--- src/verilog/nvsc_pkg.sv ---
// constants and types for the nonvolatile sram host controller
//------------------------------------------------------------
// Operation
// - every sequence step is a chip-enable read pulse
// - write enable stays high during sequence steps
// - five fixed lead-in reads in strict order
// - no foreign access inside a sequence
// - write when enable and write enable low
// - drivers off when write enable falls
// - save 10 ms, restore 20 us, inputs ignored
// - never issue the reserved 339c sequence
//------------------------------------------------------------
package nvsc_pkg;
    localparam int ADDR_W = 15;
    localparam int DATA_W = 8;
    localparam int SEQ_LEN = 6;
    localparam logic [13:0] SEQ_A1 = 14'h0e38;
    localparam logic [13:0] SEQ_A2 = 14'h31c7;
    localparam logic [13:0] SEQ_A3 = 14'h03e0;
    localparam logic [13:0] SEQ_A4 = 14'h3c1f;
    localparam logic [13:0] SEQ_A5 = 14'h303f;
    localparam logic [13:0] SEQ_SAVE = 14'h0fc0;
    localparam logic [13:0] SEQ_RESTORE = 14'h0c63;
    localparam logic [13:0] SEQ_TEST = 14'h339c;
    localparam int CLK_NS = 100;
    localparam int SAVE_TIME_MS = 10;
    localparam int RESTORE_TIME_US = 20;
    localparam int PU_RESTORE_TIME_US = 650;
    localparam int SAVE_CYC = SAVE_TIME_MS * 1000000 / CLK_NS;
    localparam int RESTORE_CYC = RESTORE_TIME_US * 1000 / CLK_NS;
    localparam int PU_RESTORE_CYC = PU_RESTORE_TIME_US * 1000 / CLK_NS;
    // access timing, whole clock cycles; the pulse also spans the two-flop read data sync
    localparam logic [1:0] SETUP_CYC = 2'h1;
    localparam logic [1:0] PULSE_CYC = 2'h3;
    localparam logic [1:0] HOLD_CYC = 2'h1;
    typedef enum logic [1:0] {NVSC_CMD_READ, NVSC_CMD_WRITE, NVSC_CMD_SAVE, NVSC_CMD_RESTORE} nvsc_cmd_t;

    // table of sequence address by step index
    function automatic logic [13:0] seq_addr(input logic [2:0] idx, input logic save);
        case (idx)
            3'h0: seq_addr = SEQ_A1;
            3'h1: seq_addr = SEQ_A2;
            3'h2: seq_addr = SEQ_A3;
            3'h3: seq_addr = SEQ_A4;
            3'h4: seq_addr = SEQ_A5;
            default: seq_addr = save ? SEQ_SAVE : SEQ_RESTORE;
        endcase
    endfunction
endpackage

--- src/verilog/nvsc_host.sv ---
// host controller driving the nonvolatile sram pins
`timescale 1ns/1ps
module nvsc_host
    import nvsc_pkg::*;
#(
    parameter int SAVE_WAIT    = SAVE_CYC,
    parameter int RESTORE_WAIT = RESTORE_CYC,
    parameter int PU_WAIT      = PU_RESTORE_CYC
) (
    // clock and reset
    input  wire logic              CORE_CLK,
    input  wire logic              RST,
    // user command port
    input  wire logic              CMD_VALID,
    input  wire nvsc_cmd_t         CMD_OP,
    input  wire logic [ADDR_W-1:0] CMD_ADDR,
    input  wire logic [DATA_W-1:0] CMD_WDATA,
    output logic                   CMD_READY,
    output logic                   RSP_VALID,
    output logic [DATA_W-1:0]      RSP_RDATA,
    // power monitor
    input  wire logic              PWR_FAIL,
    output logic                   NV_BUSY,
    // memory pins
    output logic [ADDR_W-1:0]      ADDR_IN,
    output logic                   CE_N,
    output logic                   OE_N,
    output logic                   WE_N,
    input  wire logic [DATA_W-1:0] DATA_IO_I,
    output logic [DATA_W-1:0]      DATA_IO_O,
    output logic                   DATA_IO_OE
);
    typedef enum logic [2:0] {S_IDLE, S_SETUP, S_PULSE, S_HOLD, S_WAIT, S_PWRDN} nvsc_state_t;

    localparam int CNT_W = 32;

    logic [DATA_W-1:0] din_sync;
    logic              pfail_sync;

    nvsc_sync #(.W(DATA_W + 1)) u_sync (
        .clk (CORE_CLK),
        .rst (RST),
        .d   ({PWR_FAIL, DATA_IO_I}),
        .q   ({pfail_sync, din_sync})
    );

    nvsc_state_t       state_reg, state_next;
    nvsc_cmd_t         op_reg, op_next;
    logic [2:0]        step_reg, step_next;
    logic [1:0]        tcnt_reg, tcnt_next;
    logic [CNT_W-1:0]  wcnt_reg, wcnt_next;
    logic [ADDR_W-1:0] addr_reg, addr_next;
    logic [DATA_W-1:0] wdat_reg, wdat_next;
    logic [DATA_W-1:0] rdat_reg, rdat_next;
    logic              rvld_reg, rvld_next;
    logic              ce_reg, ce_next, oe_reg, oe_next, we_reg, we_next, doe_reg, doe_next;
    logic              pfd_reg;
    logic              rdy_reg, rdy_next, busy_reg, busy_next;

    // is the current op a six-step nonvolatile sequence
    function automatic logic is_nv(input nvsc_cmd_t op);
        is_nv = (op == NVSC_CMD_SAVE) || (op == NVSC_CMD_RESTORE);
    endfunction

    // next-state for access and sequence engine
    always_comb begin
        state_next = state_reg;
        op_next    = op_reg;
        step_next  = step_reg;
        tcnt_next  = tcnt_reg;
        wcnt_next  = wcnt_reg;
        addr_next  = addr_reg;
        wdat_next  = wdat_reg;
        rdat_next  = rdat_reg;
        rvld_next  = 1'b0;
        ce_next    = ce_reg;
        oe_next    = oe_reg;
        we_next    = we_reg;
        doe_next   = doe_reg;
        rdy_next   = 1'b0;
        busy_next  = busy_reg;
        case (state_reg)
            S_IDLE: begin
                ce_next  = 1'b1;
                we_next  = 1'b1;
                oe_next  = 1'b1;
                doe_next = 1'b0;
                if (pfail_sync) begin
                    // device saves on its own; hold pins idle, issue no writes
                    state_next = S_PWRDN;
                    busy_next  = 1'b1;
                    addr_next  = '0; // park address while the device isolates
                end else if (CMD_VALID && rdy_reg) begin
                    op_next    = CMD_OP;
                    step_next  = 3'h0;
                    wdat_next  = CMD_WDATA;
                    tcnt_next  = SETUP_CYC;
                    state_next = S_SETUP;
                    // only lower bits carry the sequence; msb held low
                    if (is_nv(CMD_OP)) begin
                        addr_next = {1'b0, seq_addr(3'h0, CMD_OP == NVSC_CMD_SAVE)};
                    end else begin
                        addr_next = CMD_ADDR;
                    end
                end else begin
                    rdy_next = 1'b1;
                end
            end
            S_SETUP: begin
                // address stable before enables fall
                tcnt_next = tcnt_reg - 2'h1;
                if (tcnt_reg == 2'h1) begin
                    ce_next   = 1'b0;
                    tcnt_next = PULSE_CYC;
                    if (op_reg == NVSC_CMD_WRITE) begin
                        we_next  = 1'b0;
                        oe_next  = 1'b1;
                        doe_next = 1'b1;
                    end else begin
                        we_next = 1'b1;
                        oe_next = 1'b0;
                    end
                    state_next = S_PULSE;
                end
            end
            S_PULSE: begin
                tcnt_next = tcnt_reg - 2'h1;
                if (tcnt_reg == 2'h1) begin
                    rdat_next  = din_sync; // pin data already through the sync, enables still low
                    ce_next    = 1'b1;
                    we_next    = 1'b1;
                    oe_next    = 1'b1;
                    tcnt_next  = HOLD_CYC;
                    state_next = S_HOLD;
                end
            end
            S_HOLD: begin
                // data held past end of write, address past enable rise
                tcnt_next = tcnt_reg - 2'h1;
                if (tcnt_reg == 2'h1) begin
                    doe_next = 1'b0;
                    if (!is_nv(op_reg)) begin
                        rvld_next  = 1'b1;
                        state_next = S_IDLE;
                    end else if (step_reg == 3'(SEQ_LEN - 1)) begin
                        // sixth read issued; wait out the operation
                        busy_next  = 1'b1;
                        wcnt_next  = (op_reg == NVSC_CMD_SAVE) ? CNT_W'(SAVE_WAIT) : CNT_W'(RESTORE_WAIT);
                        state_next = S_WAIT;
                    end else begin
                        // back-to-back sequence reads, nothing interleaved
                        step_next  = step_reg + 3'h1;
                        addr_next  = {1'b0, seq_addr(step_reg + 3'h1, op_reg == NVSC_CMD_SAVE)};
                        tcnt_next  = SETUP_CYC;
                        state_next = S_SETUP;
                    end
                end
            end
            S_WAIT: begin
                // pins idle; data lines released
                wcnt_next = wcnt_reg - CNT_W'(1);
                if (wcnt_reg <= CNT_W'(1)) begin
                    busy_next  = 1'b0;
                    rvld_next  = 1'b1;
                    state_next = S_IDLE;
                end
            end
            S_PWRDN: begin
                // after power returns, wait the power-up restore
                if (!pfail_sync && pfd_reg) begin
                    wcnt_next  = CNT_W'(PU_WAIT);
                    op_next    = NVSC_CMD_RESTORE;
                    state_next = S_WAIT;
                end
            end
            default: state_next = S_IDLE;
        endcase
    end

    // registers
    always_ff @(posedge CORE_CLK or posedge RST) begin
        if (RST) begin
            state_reg <= S_IDLE;
            op_reg    <= NVSC_CMD_READ;
            step_reg  <= 3'h0;
            tcnt_reg  <= 2'h0;
            wcnt_reg  <= '0;
            addr_reg  <= '0;
            wdat_reg  <= '0;
            rdat_reg  <= '0;
            rvld_reg  <= 1'b0;
            ce_reg    <= 1'b1;
            oe_reg    <= 1'b1;
            we_reg    <= 1'b1;
            doe_reg   <= 1'b0;
            pfd_reg   <= 1'b0;
            rdy_reg   <= 1'b0;
            busy_reg  <= 1'b0;
        end else begin
            state_reg <= state_next;
            op_reg    <= op_next;
            step_reg  <= step_next;
            tcnt_reg  <= tcnt_next;
            wcnt_reg  <= wcnt_next;
            addr_reg  <= addr_next;
            wdat_reg  <= wdat_next;
            rdat_reg  <= rdat_next;
            rvld_reg  <= rvld_next;
            ce_reg    <= ce_next;
            oe_reg    <= oe_next;
            we_reg    <= we_next;
            doe_reg   <= doe_next;
            pfd_reg   <= pfail_sync;
            rdy_reg   <= rdy_next;
            busy_reg  <= busy_next;
        end
    end

    // outputs straight from flops
    assign ADDR_IN    = addr_reg;
    assign CE_N       = ce_reg;
    assign OE_N       = oe_reg;
    assign WE_N       = we_reg;
    assign DATA_IO_O  = wdat_reg;
    assign DATA_IO_OE = doe_reg;
    assign CMD_READY  = rdy_reg;
    assign RSP_VALID  = rvld_reg;
    assign RSP_RDATA  = rdat_reg;
    assign NV_BUSY    = busy_reg;
endmodule

--- src/verilog/nvsc_sync.sv ---
// two flip-flop synchroniser for pin inputs
`timescale 1ns/1ps
module nvsc_sync #(
    parameter int W = 1
) (
    // clock and reset
    input  wire logic         clk,
    input  wire logic         rst,
    // data
    input  wire logic [W-1:0] d,
    output logic      [W-1:0] q
);
    logic [W-1:0] meta_reg;

    // first stage read only by second stage
    always_ff @(posedge clk or posedge rst) begin
        if (rst) begin
            meta_reg <= '0;
            q        <= '0;
        end else begin
            meta_reg <= d;
            q        <= meta_reg;
        end
    end
endmodule
--- config.mk ---
export PLATFORM = sky130hd
export DESIGN_NAME = nvsc_host
export DESIGN_NICKNAME = d
export VERILOG_FILES = /design/src/verilog/nvsc_pkg.sv /design/src/verilog/nvsc_host.sv /design/src/verilog/nvsc_sync.sv
export SDC_FILE = /design/constraint.sdc
export NUM_CORES = 1
export LEC_CHECK = 0
export BUFFER_PORTS_ARGS = -buffer_cell sky130_fd_sc_hd__clkbuf_2
export CORE_UTILIZATION = 60
export CTS_BUF_LIST = sky130_fd_sc_hd__clkbuf_16
export DETAILED_ROUTE_END_ITERATION = 10
export PLACE_DENSITY = 0.8
export REMOVE_ABC_BUFFERS = 1
export SLEW_MARGIN = 15
export SYNTH_ARGS = -nofsm -noshare
export SYNTH_HDL_FRONTEND = slang
export SYNTH_SLANG_ARGS = --single-unit
--- constraint.sdc ---
create_clock -name CORE_CLK -period 5.78 [get_ports CORE_CLK]
set_input_delay 1.156 -clock CORE_CLK [delete_from_list [all_inputs] [get_ports CORE_CLK]]
set_output_delay 1.156 -clock CORE_CLK [all_outputs]
set_load 0.05 [all_outputs]
==> results.tsv <==
stage	metric	value	unit
timing	hold_violations	0	
timing	fmax	357	MHz
route	drc	0	
route	wl	10600	um
synthesis	synth_simple_gate_area_share	17.0	%
route	num_vias	3946	
die	core_area	0.00773	mm^2
synthesis	syn_inst	481	
worst_setup_path	reg2reg_from	state_reg[2]$_DFFE_PP0P_	
route	drtPass1Iterations	5	
clock_tree	clk_pin_slew	0.07	ns
die	dieArea	0.00838	mm^2
synthesis	synth-edff-count	0	
timing	finalSetupViolCount	0	
min_path	hold_class	reg2reg	
pwr	powerDensity	238	mW/mm^2
clock_tree	cts_made_buffers	9	
worst_setup_path	start_kind	flop	
die	die_h	91.5	um
die	io-pin-count	75	
global_routing	grt_pass1_vias	3851	
synthesis	syn_area	0.00481	mm^2
synthesis	synth_top_family_by_area	compound AO/OA/AOI/OAI gates	
worst_setup_path	startpoint	state_reg[2]$_DFFE_PP0P_	
final_layout	fillers	576	
final_layout	layout_common_cells	96 x dfrtp_1, 74 x clkbuf_2, 54 x nor2_1	
final_layout	area_growth	14.9	%
timing	fin_crit	2.80	ns
place	place.gp.congestion	0.834	
synthesis	syn_area_per_cell	10.0	um^2
final_layout	drive_gt1_share	23.1	%
synthesis	muxShareOfSynthArea	5.67	%
global_routing	grt_first_pass_wirelength	17900	um
synthesis	yosys.cell_types.count	61	
global_routing	grt.overflow.total	0	
timing	finalCritPeriodShare	48.5	%
clock_tree	clock_latency	0.34	ns
worst_setup_path	worst_setup_path_end_kind	flop	
clock_tree	post_cts_resized	0	
global_routing	grt_max_degree	65	
clock_tree	cts-root-buf	clkbuf_16	
die	initial_core_util	62.2	%
global_routing	grt_usage	27.1	%
final_layout	final_area	0.00553	mm^2
place	place_area	0.00525	mm^2
route	ant_nets	0	
pwr	ir_drop	0.190	mV
worst_setup_path	criticalPathCategory	reg2reg	
clock_tree	clock_sinks	99	
route	wl_per_cell	16.1	um
worst_setup_path	timing.rr.end	wcnt_reg[31]$_DFFE_PP0P_	
timing	whs	0.348	ns
pwr	leakage	0.00253	uW
die	rows	32	
clock_tree	post_cts_buffers	0	
worst_setup_path	cp.required	6.04	ns
synthesis	synth_compound_area_share	18.4	%
final_layout	layout.nets	595	
worst_setup_path	r2r_slack	2.98	ns
final_layout	largest_register_ffs	32	
route	drtIter0Drc	232	
route	viasPerCell	6.02	
synthesis	synthFlopType	dfrtp_1	
place	port_buffers	74	
synthesis	synthAdderAreaFrac	2.60	%
worst_setup_path	reg2regPathDepth	5	
timing	fin_worst_skew	0.0101	ns
job	maxCapViolCount	0	
final_layout	final_common_cell	dfrtp_1	
worst_setup_path	endpoint	wcnt_reg[31]$_DFFE_PP0P_	
timing	timing.slew.headroom	32.2	%
final_layout	n_antenna_cell	0	
clock_tree	cts_hold_buf	0	
global_routing	antenna_found_initial	0	
clock_tree	h-tree-depth	3	
worst_setup_path	critPathMaxFanout	21	
min_path	worstHoldStart	u_sync.meta_reg[4]$_DFF_PP0_	
timing	finalSetupTns	0	ns
worst_setup_path	arrival	3.06	ns
status	status	complete, no violations	
synthesis	postSynth.asyncResetShare	100	%
synthesis	seq_area_frac_synth	51.6	%
place	dpl.hpwl	7280	um
synthesis	yosys_register_bits	99	
timing	slew_viol_final	0	
timing	rsz0062_at_grt	false	
timing	worstMarginPinSlew	1.01	ns
synthesis	synth_xor_area_share	1.28	%
die	fp.dieW	91.5	um
synthesis	synth_warnings	0	
clock_tree	cts_tree	done	
clock_tree	clk_path_buf_depth	2	
==> report_power, final <==
group	switching (uW)	total, uW	internal (uW)
Combinational	33.9	50.0	16.1
Sequential	4.74	707	702
Clock	267	561	294
Total	306	1320	1010
==> per-stage QoR <==
step	std cells	total power (uW)	util [%]	worst slack [ns]
6_report	655	1320	71.5	2.98
5_1_grt	655	1350	71.5	2.74
4_1_cts	655	1330	71.5	2.99
3_5_place_dp	639	771	67.9	3.04
3_3_place_gp	639	769	67.9	3.16
2_1_floorplan	459	747	-	2.04
==> worst min-delay path by stage <==
| stage | end | cells after the start |
|---|---|---|
| 2_1_floorplan | u_sync.q[0]$_DFF_PP0_ | 0 |
| 3_3_place_gp | u_sync.q[7]$_DFF_PP0_ | 0 |
| 3_5_place_dp | u_sync.q[0]$_DFF_PP0_ | 0 |
| 4_1_cts | u_sync.q[4]$_DFF_PP0_ | 0 |
| 5_1_grt | u_sync.q[4]$_DFF_PP0_ | 0 |
| 6_report | u_sync.q[4]$_DFF_PP0_ | 0 |
==> critical path, stage by stage (launching register included) <==
cell      delay, ns
dfrtp_1        0.74
nand2b_1       0.32
a21oi_1        0.67
o21ai_1        0.30
or4_1          0.53
a21oi_1        0.16
==> Yosys cell counts (8+ instances only) <==
library cell  instances  area (um^2)
o21ai_0              31          155
nor2_1               54          203
or4_1                10         75.1
mux2_2               18          203
ha_1                 10          125
o31ai_1               8         60.1
a21oi_1              42          210
dfrtp_1              96         2400
nor3_1               17         85.1
inv_1                19         71.3
nand2_1              34          128
clkbuf_1             17         63.8
==> layout make-up <==
cell class	instances	area [um^2]	share of cell area (%)
Sequential cell	99	2480	44.9
Multi-Input combinational cell	340	2160	39.1
Timing Repair Buffer	78	400	7.24
Clock buffer	9	225	4.08
Tap cell	102	128	2.31
Inverter	20	77.6	1.40
Clock inverter	7	53.8	0.974
==> logic make-up after synthesis <==
group | count (synthesis)
AO/OA/AOI/OAI | 138
XOR/XNOR | 7
flip-flops | 99
adder cells (fa/ha/maj) | 10
AND/OR/NAND/NOR | 160
multiplexers | 25
buffers and inverters | 42
==> routing by layer <==
layer | share of wire, % | routed length, um | GRT usage, % | up-vias
met2 | 49 | 5190 | 42.8 | 145
met4 | 1.2 | 123 | 10.1 | 0
met5 | 0 | 0 | 0 | -
li1 | - | - | - | 1883
met1 | 43 | 4540 | 37.3 | 1906
met3 | 6.7 | 704 | 5.44 | 12
No activity file was read; power rests on OpenSTA's default activity.
